File: src/logic/rsq_pkg.sv
// Package with register map, field layout and strobe codes for rail sequencing.
package rsq_pkg;
   localparam logic [7:0] ADDR_ENABLE   = 8'h16;
   localparam logic [7:0] ADDR_UNDERVOLTAGE_LOCKOUT_LEVEL     = 8'h18;
   localparam logic [7:0] ADDR_SLOT_A   = 8'h19;
   localparam logic [7:0] ADDR_SLOT_B   = 8'h1A;
   localparam logic [7:0] ADDR_SLOT_C   = 8'h1B;
   localparam logic [7:0] ADDR_STROBE   = 8'h1F;
   localparam logic [7:0] RST_ENABLE    = 8'h00;
   localparam logic [7:0] RST_UNDERVOLTAGE_LOCKOUT_LEVEL      = 8'h00;
   localparam logic [7:0] RST_SLOT      = 8'h00;
   localparam logic [7:0] MASK_ENABLE   = 8'h7F;
   localparam logic [7:0] MASK_UNDERVOLTAGE_LOCKOUT_LEVEL     = 8'h07;
   localparam logic [7:0] MASK_SLOT     = 8'h77;
   localparam logic [7:0] MASK_SLOT_B   = 8'h7F;
   localparam int         RAILS         = 7;
   localparam int         BIT_SW1       = 6;
   localparam int         BIT_SW2       = 5;
   localparam int         BIT_BUCK1     = 4;
   localparam int         BIT_BUCK2     = 3;
   localparam int         BIT_BUCK3     = 2;
   localparam int         BIT_REG1      = 1;
   localparam int         BIT_REG2      = 0;
   localparam logic [3:0] STROBE_NONE   = 4'h0;
   localparam logic [3:0] STROBE_SIX    = 4'h6;
   localparam logic [3:0] STROBE_MAXLO  = 4'h7;
   localparam logic [3:0] STROBE_14     = 4'hE;
   localparam logic [3:0] STROBE_15     = 4'hF;
   localparam logic [3:0] CODE_LO_NONE  = 4'h8;
   localparam logic [3:0] CODE_HI_NONE  = 4'h9;
   localparam logic [7:0] RD_ZERO       = 8'h00;

   typedef struct packed {
      logic [7:0] addr;
      logic [7:0] wdata;
      logic       wr;
      logic       rd;
   } rsq_req_t;

   typedef struct packed {
      logic [6:0] rail_on;
      logic [1:0] undervoltage_lockout_level_level;
   } rsq_out_t;
endpackage : rsq_pkg

File: src/logic/rsq_rail_seq.sv
// Rail enable register bank, lockout selector and strobe slot decoding.
//
// Function
// - Enable bit 6 switches load switch one.
// - Load switch one turns on only while the power enable pin is high.
// - Enable bit 5 switches load switch two, also gated by power enable.
// - Enable bits 4,3,2 switch bucks one to three, gated by power enable.
// - Enable bits 1 and 0 switch regulators one and two.
// - Reserved bits read zero and ignore writes.
// - Three-bit lockout field, low two bits select threshold, resets to zero.
// - Buck one and two slot codes 000 none, 001 to 110 strobes one-six.
// - Buck one and two code 111 is taken as strobe six.
// - Buck three slot code 000 none, 001 to 111 strobes one-seven.
// - Regulator one codes 0000,1000,1001 unsequenced; 0001-0111 strobes 1-7.
// - Regulator one codes 1010-1101 reserved; 1110 is strobe fourteen.
// - Regulator one code 1111 is strobe fifteen, with system supply.
// - Lockout and slot registers accept writes only when unlocked.
//
// Added by the designer: the strobed register port.
`timescale 1ns/1ps
module rsq_rail_seq (
   input  wire logic              i_clk_sys,
   input  wire logic              i_rst_n,
   input  wire rsq_pkg::rsq_req_t i_req,
   input  wire logic              i_power_enable_pin,
   input  wire logic              i_unlocked,
   input  wire logic [3:0]        i_active_strobe,
   output logic [7:0]             o_rdata,
   output rsq_pkg::rsq_out_t      o_rails,
   output logic [3:0]             o_buck_one_slot,
   output logic [3:0]             o_buck_two_slot,
   output logic [3:0]             o_buck_three_slot,
   output logic [3:0]             o_regulator_one_slot
);
   import rsq_pkg::*;

   logic [7:0] enable_q,  enable_d;
   logic [7:0] undervoltage_lockout_level_q,    undervoltage_lockout_level_d;
   logic [7:0] slot_a_q,  slot_a_d;
   logic [7:0] slot_b_q,  slot_b_d;
   logic [7:0] rdata_q,   rdata_d;
   logic [2:0] pin_sync_q, pin_sync_d;
   logic       pin_on_q,  pin_on_d;
   logic [6:0] rail_q,    rail_d;
   logic [3:0] slot_buck1, slot_buck2, slot_buck3, slot_reg1;
   logic [6:0] seq_hit;
   logic [6:0] seq_ctl;

   // Register writes and read mux.
   always_comb begin
      enable_d = enable_q;
      undervoltage_lockout_level_d   = undervoltage_lockout_level_q;
      slot_a_d = slot_a_q;
      slot_b_d = slot_b_q;
      rdata_d  = RD_ZERO;
      if (i_req.wr) begin
         case (i_req.addr)
            ADDR_ENABLE: enable_d = i_req.wdata & MASK_ENABLE;
            ADDR_UNDERVOLTAGE_LOCKOUT_LEVEL: begin
               if (i_unlocked) begin
                  undervoltage_lockout_level_d = i_req.wdata & MASK_UNDERVOLTAGE_LOCKOUT_LEVEL;
               end
            end
            ADDR_SLOT_A: begin
               if (i_unlocked) begin
                  slot_a_d = i_req.wdata & MASK_SLOT;
               end
            end
            ADDR_SLOT_B: begin
               if (i_unlocked) begin
                  // The regulator-one field is four bits wide, down to bit 0.
                  slot_b_d = i_req.wdata & MASK_SLOT_B;
               end
            end
            default: begin
            end
         endcase
      end
      if (i_req.rd) begin
         case (i_req.addr)
            ADDR_ENABLE: rdata_d = enable_q;
            ADDR_UNDERVOLTAGE_LOCKOUT_LEVEL:   rdata_d = undervoltage_lockout_level_q;
            ADDR_SLOT_A: rdata_d = slot_a_q;
            ADDR_SLOT_B: rdata_d = slot_b_q;
            ADDR_STROBE: rdata_d = {1'b0, rail_q};
            default:     rdata_d = RD_ZERO;
         endcase
      end
   end

   // Slot fields decoded to strobe numbers; zero means unsequenced.
   always_comb begin
      slot_buck1 = {1'b0, slot_a_q[6:4]};
      if (slot_buck1 == STROBE_MAXLO) begin
         // Duplicate code kept as strobe six so both codes behave alike.
         slot_buck1 = STROBE_SIX;
      end
      slot_buck2 = {1'b0, slot_a_q[2:0]};
      if (slot_buck2 == STROBE_MAXLO) begin
         slot_buck2 = STROBE_SIX;
      end
      slot_buck3 = {1'b0, slot_b_q[6:4]};
      case (slot_b_q[3:0])
         CODE_LO_NONE, CODE_HI_NONE: slot_reg1 = STROBE_NONE;
         STROBE_14: slot_reg1 = STROBE_14;
         STROBE_15: slot_reg1 = STROBE_15;
         default: begin
            if (slot_b_q[3:0] <= STROBE_MAXLO) begin
               slot_reg1 = slot_b_q[3:0];
            end else begin
               // Reserved codes leave the rail out of the sequence.
               slot_reg1 = STROBE_NONE;
            end
         end
      endcase
   end

   // Per-rail sequencer reach; switches and regulator two have no slot here.
   always_comb begin
      seq_ctl = '0;
      seq_hit = '0;
      seq_ctl[BIT_BUCK1] = (slot_buck1 != STROBE_NONE);
      seq_ctl[BIT_BUCK2] = (slot_buck2 != STROBE_NONE);
      seq_ctl[BIT_BUCK3] = (slot_buck3 != STROBE_NONE);
      seq_ctl[BIT_REG1]  = (slot_reg1 != STROBE_NONE);
      seq_hit[BIT_BUCK1] = seq_ctl[BIT_BUCK1]
                           && (i_active_strobe >= slot_buck1);
      seq_hit[BIT_BUCK2] = seq_ctl[BIT_BUCK2]
                           && (i_active_strobe >= slot_buck2);
      seq_hit[BIT_BUCK3] = seq_ctl[BIT_BUCK3]
                           && (i_active_strobe >= slot_buck3);
      seq_hit[BIT_REG1]  = seq_ctl[BIT_REG1]
                           && (i_active_strobe >= slot_reg1);
   end

   // The pin is asynchronous; a change counts once stages two and three agree.
   always_comb begin
      pin_sync_d = {pin_sync_q[1:0], i_power_enable_pin};
      pin_on_d   = pin_on_q;
      if (pin_sync_q[2] == pin_sync_q[1]) begin
         pin_on_d = pin_sync_q[2];
      end
   end

   // Rail outputs; the pin gates the three switchable groups.
   always_comb begin
      rail_d = '0;
      for (int i = 0; i < RAILS; i++) begin
         // Unsequenced rails respond to their enable bit alone.
         rail_d[i] = enable_q[i] | seq_hit[i];
      end
      rail_d[BIT_SW1] = enable_q[BIT_SW1] & pin_on_q;
      rail_d[BIT_SW2] = enable_q[BIT_SW2] & pin_on_q;
      rail_d[BIT_BUCK1] = (enable_q[BIT_BUCK1] | seq_hit[BIT_BUCK1])
                          & pin_on_q;
      rail_d[BIT_BUCK2] = (enable_q[BIT_BUCK2] | seq_hit[BIT_BUCK2])
                          & pin_on_q;
      rail_d[BIT_BUCK3] = (enable_q[BIT_BUCK3] | seq_hit[BIT_BUCK3])
                          & pin_on_q;
   end

   always_ff @(posedge i_clk_sys) begin
      if (!i_rst_n) begin
         enable_q   <= RST_ENABLE;
         undervoltage_lockout_level_q     <= RST_UNDERVOLTAGE_LOCKOUT_LEVEL;
         slot_a_q   <= RST_SLOT;
         slot_b_q   <= RST_SLOT;
         rdata_q    <= RD_ZERO;
         pin_sync_q <= '0;
         pin_on_q   <= 1'b0;
         rail_q     <= '0;
      end else begin
         enable_q   <= enable_d;
         undervoltage_lockout_level_q     <= undervoltage_lockout_level_d;
         slot_a_q   <= slot_a_d;
         slot_b_q   <= slot_b_d;
         rdata_q    <= rdata_d;
         pin_sync_q <= pin_sync_d;
         pin_on_q   <= pin_on_d;
         rail_q     <= rail_d;
      end
   end

   assign o_rdata               = rdata_q;
   assign o_rails.rail_on       = rail_q;
   assign o_rails.undervoltage_lockout_level_level    = undervoltage_lockout_level_q[1:0];
   assign o_buck_one_slot       = slot_buck1;
   assign o_buck_two_slot       = slot_buck2;
   assign o_buck_three_slot     = slot_buck3;
   assign o_regulator_one_slot  = slot_reg1;
endmodule : rsq_rail_seq

File: config.mk
export PLATFORM = sky130hd
export DESIGN_NAME = rsq_rail_seq
export DESIGN_NICKNAME = d
export VERILOG_FILES = /design/src/logic/rsq_pkg.sv /design/src/logic/rsq_rail_seq.sv
export SDC_FILE = /design/constraint.sdc
export NUM_CORES = 1
export LEC_CHECK = 0
export BUFFER_PORTS_ARGS = -buffer_cell sky130_fd_sc_hd__buf_4
export CAP_MARGIN = 5
export CORE_MARGIN = 8
export CORE_UTILIZATION = 46
export DETAILED_ROUTE_END_ITERATION = 12
export GPL_TIMING_DRIVEN = 0
export HOLD_SLACK_MARGIN = 0.08
export PLACE_DENSITY = 0.84
export RECOVER_POWER = 25
export SETUP_SLACK_MARGIN = 0.02
export SYNTH_ARGS = -nofsm -noshare
export SYNTH_HDL_FRONTEND = slang
export SYNTH_SLANG_ARGS = --single-unit
File: constraint.sdc
create_clock -name i_clk_sys -period 1.5 [get_ports i_clk_sys]
set_input_delay 0.3 -clock i_clk_sys [delete_from_list [all_inputs] [get_ports i_clk_sys]]
set_output_delay 0.3 -clock i_clk_sys [all_outputs]
set_load 0.01 [all_outputs]
==> results of run 1 <==
per-layer routing:
metal	vias up	track usage [%]	wire, um	share of wire (%)
li1	992	-	-	-
met1	933	18.9	2410	39
met2	93	29.3	3170	51
met3	18	6.25	486	7.8
met4	0	6.39	123	2.0
met5	-	0	0	0
final timing paths:
| check | startpoint | to | slack (ns) | cells after the start |
|---|---|---|---|---|
| max | slot_a_q[0] | rail_q[3] | -0.06 | 6 |
| min | i_power_enable_pin | pin_sync_q[0] | 0.20 | 2 |
| max reg2reg | slot_a_q[0] | rail_q[3] | -0.06 | 6 |
| min reg2reg | rail_q[6] | o_rdata[6] | 0.46 | 2 |
worst max-delay path: stages (launching register included):
cell and delay (ns):
dfxtp_4 0.36, a21boi_4 0.14, ha_1 0.29, nand2b_4 0.14
a21o_1 0.18, a2111oi_4 0.28, nor3_1 0.07
flip-flops by register name, indices dropped and copies added (netlist names):
name	cells
pin_on_q	1
slot_a_q	6
undervoltage_lockout_level_q	3
pin_sync_q	3
o_rdata	7
slot_b_q	7
rail_q	7
enable_q	7
timing repair:
item                       CTS  global route
pin swaps                    0             5
setup buffers                3             2
setup endpoints to repair    6            26
gates resized for setup      8            19
cell usage after synthesis (5+ instances only):
master | instances | area [um2]
ha_1 | 13 | 163
a22oi_1 | 5 | 37.5
a21boi_1 | 7 | 52.6
dfxtp_1 | 41 | 821
and2_1 | 6 | 37.5
clkbuf_1 | 10 | 37.5
inv_1 | 12 | 45.0
nand2b_1 | 6 | 37.5
a21oi_1 | 7 | 35.0
o21ai_0 | 20 | 100
and3_1 | 6 | 37.5
buf_4 | 10 | 75.1
nand2_1 | 25 | 93.8
nand3_1 | 27 | 135
power by group:
group,internal (uW),leakage (uW),switching (uW)
Clock,661,0.0000681,389
Combinational,95.7,0.000743,106
Sequential,1080,0.000339,2.11
metrics by stage:
step	hold slack (ns)	cell area, um2	setup slack [ns]
finish	0.202	2830	-0.0599
CTS	0.204	2760	-0.0951
global route	0.200	2830	-0.122
floorplan	0.412	2130	-0.0323
global placement	0.414	2580	-0.261
detailed placement	0.436	2580	-0.273
cell usage in the layout (no fill, tap or decap), drive strengths merged, types with 5 or more instances in the layout:
| cell | instances |
|---|---|
| a21boi | 11 |
| a21oi | 7 |
| a22oi | 5 |
| and2 | 6 |
| and3 | 6 |
| buf | 59 |
| clkbuf | 25 |
| dfxtp | 41 |
| ha | 13 |
| inv | 12 |
| nand2 | 25 |
| nand2b | 6 |
| nand3 | 27 |
| o21ai | 20 |
area by class of cell:
| class | instances | area [um2] | area share (%) |
|---|---|---|---|
| multi-input combinational | 170 | 1220 | 43.0 |
| buffer | 23 | 129 | 4.56 |
| clock inverter | 3 | 65.1 | 2.30 |
| timing repair buffer | 56 | 383 | 13.5 |
| inverter | 12 | 45.0 | 1.59 |
| clock buffer | 5 | 68.8 | 2.43 |
| sequential | 41 | 856 | 30.3 |
| tap | 52 | 65.1 | 2.30 |
cells by family after synthesis:
family / count (synthesis) / share of synthesized area [%]
simple gates: 88 / 22.4
compound gates: 62 / 20.1
flops: 41 / 39.7
buf+inv: 35 / 8.35
fa+ha+maj: 13 / 7.86
mux: 3 / 1.45
other cells: 1 / 0.181
==> out/results.ini, run 1 <==
[outcome]
status = finished with violations
violations = negative setup slack

[synthesis]
avgSynthCellArea_um2 = 8.51
yosys_warnings = 0
synth_cell_type_count = 35
synth_area_mm2 = 0.00207
synth-edff-count = 0
async_flop_share_pct = 0
synthCells = 243
synth_flop_cell = dfxtp_1
seq_area_frac_synth_pct = 39.7
synth-seq-cells = 41

[floorplan]
die_area_mm2 = 0.00690
rows = 24
fp.dieW_um = 83.1
die_h_um = 83.1
initial_core_util_pct = 47.5
ioPinCount = 59
core_mm2 = 0.00435

[critical_path]
start_kind = register
critical_path_class = register to register
cp.arrival_ns = 1.75
required_ns = 1.69
end_kind = register
crit_path_max_fanout = 4

[flow_run]
maxCapViolations = 0

[routing]
drt-total-wl_um = 6190
viasPerCell = 5.62
vias = 2036
drt-initial-drc-count = 186
drcViolationCount = 0
drtAntennaViolNets = 0
firstDrtPassIters = 7
wl_per_cell_um = 17.1

[sta]
min_period_ns = 1.56
finalClockSkew_ns = 0.0104
rsz0062_at_grt = true
fin_tns_setup_ns = -0.120
period_share_pct = 104
fmaxAchievable_mhz = 641
hold_viol = 0
finalSetupViolCount = 3
tightest_slew_ns = 0.586
final.setup.worst_slack_ns = -0.0599
slew_headroom_pct = 60.9
maxSlewViolCount = 0

[grt]
track_usage_pct = 17.2
grt_pass1_vias = 2047
grt_pass1_wl_um = 9940
antenna_found_initial = 0
grt_max_degree = 14
gr-total-overflow = 0

[hold_path]
hp-class = input pin to register

[clocking]
path_clk_slew_ns = 0.08
hold_buffers = 0
cts.sinks = 41
clockRootBuffer = clkbuf_8
tritoncts = done
numCtsBuffers = 5
clock_latency_ns = 0.30
cts_buffer_depth = 2
htree_num_levels = 2

[cells_and_area]
final_util_pct = 65.0
finalNonFillerCells = 362
num_antenna_cells = 0
fin_nets = 348
drive_above_1_share_pct = 31.0
syn_to_final_growth_pct = 36.8
fillers = 378

[power_and_ir_drop]
leakage_uw = 0.00115
total_power_uw = 2330
irDropWorstVdd_uv = 685
pwr_density_cell_mw_per_mm2 = 824

[placement]
dp_hpwl_um = 4370
place.gp.congestion = 0.872
place_inst = 349
portBuffers = 51

(Power assumes the default switching activity.)
==> inputs of run 2 (changes only) <==
--- a/config.mk
+++ b/config.mk
@@ -8,11 +8,11 @@
 export BUFFER_PORTS_ARGS = -buffer_cell sky130_fd_sc_hd__buf_4
 export CAP_MARGIN = 5
 export CORE_MARGIN = 8
-export CORE_UTILIZATION = 46
+export CORE_UTILIZATION = 45
 export DETAILED_ROUTE_END_ITERATION = 12
 export GPL_TIMING_DRIVEN = 0
 export HOLD_SLACK_MARGIN = 0.08
-export PLACE_DENSITY = 0.84
+export PLACE_DENSITY = 0.82
 export RECOVER_POWER = 25
 export SETUP_SLACK_MARGIN = 0.02
 export SYNTH_ARGS = -nofsm -noshare
==> constraint.sdc (replaced) <==
create_clock -name i_clk_sys -period 1.38 [get_ports i_clk_sys]
set_input_delay 0.276 -clock i_clk_sys [delete_from_list [all_inputs] [get_ports i_clk_sys]]
set_output_delay 0.276 -clock i_clk_sys [all_outputs]
set_load 0.01 [all_outputs]
==> run 2 against run 1 <==
The run still ends with negative setup slack left. Clock power decreased by 25%. Cell area increased by 2.8%. Via count increased by 1.9%. Routed wire length increased by 2.1%. Cell count increased by 2.2%. Register-to-register slack got worse by 0.18 ns. Fmax decreased by 3.4%. Global-route usage increased by 0.099 points. Die area increased by 1.8%. Combinational power increased by 9%. Clock skew decreased by 0.0027 ns. Worst hold slack got worse by 0.014 ns. Highest routed layer unchanged.
==> out/results.ini, run 2 (synthesized netlist as in run 1, its figures left out) <==
[placement]
place.gp.congestion = 0.892  ; was 0.872
dpl-instance-area_mm2 = 0.00260  ; was 0.00258 mm2
dp_hpwl_um = 4390  ; was 4370 um
portBuffers = 51  ; unchanged

[cells_and_area]
fillers = 357  ; was 378
fin_nets = 357  ; was 348
drive_above_1_share_pct = 35.8  ; was 31.0%
final_common_cell = buf_4  ; unchanged
multi_input_area_mm2 = 0.00124  ; was 0.00122 mm2
final_cell_mix = buf_4 (58), dfxtp_1 (29), nand3_1 (25), nand2_1 (23)  ; was buf_4 (56), dfxtp_1 (29), nand3_1 (26), nand2_1 (24), clkbuf_1 (19)
finalInstanceArea_mm2 = 0.00291  ; was 0.00283 mm2
num_antenna_cells = 0  ; unchanged
regArea_um2 = 853  ; was 856 um2
syn_to_final_growth_pct = 40.7  ; was 36.8%

[clocking]
tritoncts = done  ; unchanged
cts_buffer_depth = 2  ; unchanged
clockRootBuffer = clkbuf_8  ; unchanged
numCtsBuffers = 5  ; unchanged
htree_num_levels = 2  ; unchanged
path_clk_slew_ns = 0.07  ; was 0.08 ns
cts.sinks = 41  ; unchanged
hold_buffers = 0  ; unchanged
clock_latency_ns = 0.30  ; about the same

[critical_path]
crit_chain = a21boi_4 -> ha_1 -> nand2b_4 -> a21o_1 -> a2111oi_4 -> nor3_2  ; was a21boi_4 -> ha_1 -> nand2b_4 -> a21o_1 -> a2111oi_4 -> nor3_1
reg2reg_from = slot_a_q[0]  ; unchanged
crit_path_max_fanout = 2  ; was 4
crit_cells = 6  ; unchanged
critical_path.max_stage_delay_ns = 0.36  ; about the same
start_kind = register  ; unchanged
cp.arrival_ns = 1.78  ; was 1.75 ns
r2r_slack_ns = -0.24  ; was -0.06 ns
end_kind = register  ; unchanged
r2r_cells = 6  ; unchanged
r2r-end = rail_q[3]  ; unchanged
required_ns = 1.55  ; was 1.69 ns
critical_path_class = register to register  ; unchanged
path_delay_family = compound AO/OA/AOI/OAI gates  ; unchanged
crit_buf_inv = 0  ; unchanged
crit_slowest_cell = dfxtp_2  ; was dfxtp_4

[sta]
hold_viol = 0  ; unchanged
fmaxAchievable_mhz = 619  ; was 641 MHz
tightest_slew_ns = 0.507  ; was 0.586 ns
maxSlewViolCount = 0  ; unchanged
finalSetupViolCount = 5  ; was 3
min_period_ns = 1.62  ; was 1.56 ns
final.setup.worst_slack_ns = -0.235  ; was -0.0599 ns
finalClockSkew_ns = 0.00767  ; was 0.0104 ns
rsz0062_at_grt = true  ; unchanged
slew_headroom_pct = 66.2  ; was 60.9%
period_share_pct = 117  ; was 104%

[hold_path]
hold_path_end = pin_sync_q[0]  ; unchanged
hp-class = input pin to register  ; unchanged
holdPathStages = 2  ; unchanged
min-delay-start = i_power_enable_pin  ; unchanged

[routing]
drtAntennaViolNets = 0  ; unchanged
wl_per_cell_um = 17.1  ; about the same
firstDrtPassIters = 4  ; was 7
vias = 2075  ; was 2036
drt-initial-drc-count = 187  ; was 186
drt-total-wl_um = 6320  ; was 6190 um
viasPerCell = 5.61  ; was 5.62
drcViolationCount = 0  ; unchanged

[outcome]
violations = negative setup slack  ; unchanged
status = finished with violations  ; unchanged

[grt]
grt_max_degree = 12  ; was 14
antenna_found_initial = 0  ; unchanged
gr-total-overflow = 0  ; unchanged
track_usage_pct = 17.2  ; about the same
grt_pass1_vias = 2068  ; was 2047
grt_pass1_wl_um = 10000  ; was 9940 um

[power_and_ir_drop]
irDropWorstVdd_uv = 652  ; was 685 uV
leakage_uw = 0.00118  ; was 0.00115 uW
pwr_density_cell_mw_per_mm2 = 750  ; was 824 mW/mm2
total_power_uw = 2180  ; was 2330 uW

[floorplan]
ioPinCount = 59  ; unchanged
fp.dieW_um = 83.8  ; was 83.1 um
core_mm2 = 0.00438  ; was 0.00435 mm2
die_h_um = 83.8  ; was 83.1 um
rows = 24  ; unchanged
die_area_mm2 = 0.00702  ; was 0.00690 mm2
initial_core_util_pct = 47.2  ; was 47.5%

[flow_run]
maxCapViolations = 0  ; unchanged

==> run 2: routing by layer <==
layer  track usage, %  part of all wire (%)
met5                0                     0
met4             6.75                   1.4
met3             5.08                   8.4
met2             29.7                    52
met1             19.4                    38
==> run 2: cell type report <==
cell class	instances	area share [%]
timing repair buffer	65	16.6
multi-input combinational	170	42.7
tap	52	2.24
buffer	23	4.56
clock buffer	7	2.97
sequential	41	29.3
inverter	12	1.55
==> run 2: worst max-delay path by stage <==
stage / slack, ns / from / end
4_1_cts: -0.17 / slot_b_q[2] / rail_q[1]
3_5_place_dp: -0.41 / i_req[15] / slot_b_q[4]
6_report: -0.24 / slot_a_q[0] / rail_q[3]
3_3_place_gp: -0.39 / i_req[15] / slot_b_q[6]
5_1_grt: -0.28 / slot_a_q[0] / rail_q[3]
2_1_floorplan: -0.15 / slot_a_q[0] / rail_q[3]
==> run 2: through the flow <==
stage	util [%]	cells	setup slack, ns	setup TNS (ns)	hold slack, ns
3_5_place_dp	59.2	349	-0.414	-10.31	0.432
4_1_cts	65.3	368	-0.174	-0.541	0.178
6_report	66.4	370	-0.235	-0.582	0.188
2_1_floorplan	-	246	-0.152	-0.414	0.403
3_3_place_gp	59.2	349	-0.386	-9.60	0.415
5_1_grt	66.4	370	-0.278	-0.906	0.183
==> run 2: where the power goes <==
group / internal (uW) / switching [uW] / total, uW
registers: 1170 / 2.10 / 1170
clock network: 397 / 392 / 788
logic: 104 / 116 / 220
==> run 2: what timing repair did <==
item | CTS | global route
setup buffers | 12 | 3
setup endpoints to repair | 32 | 17
pin swaps | 10 | 11
resized for setup | 24 | 18
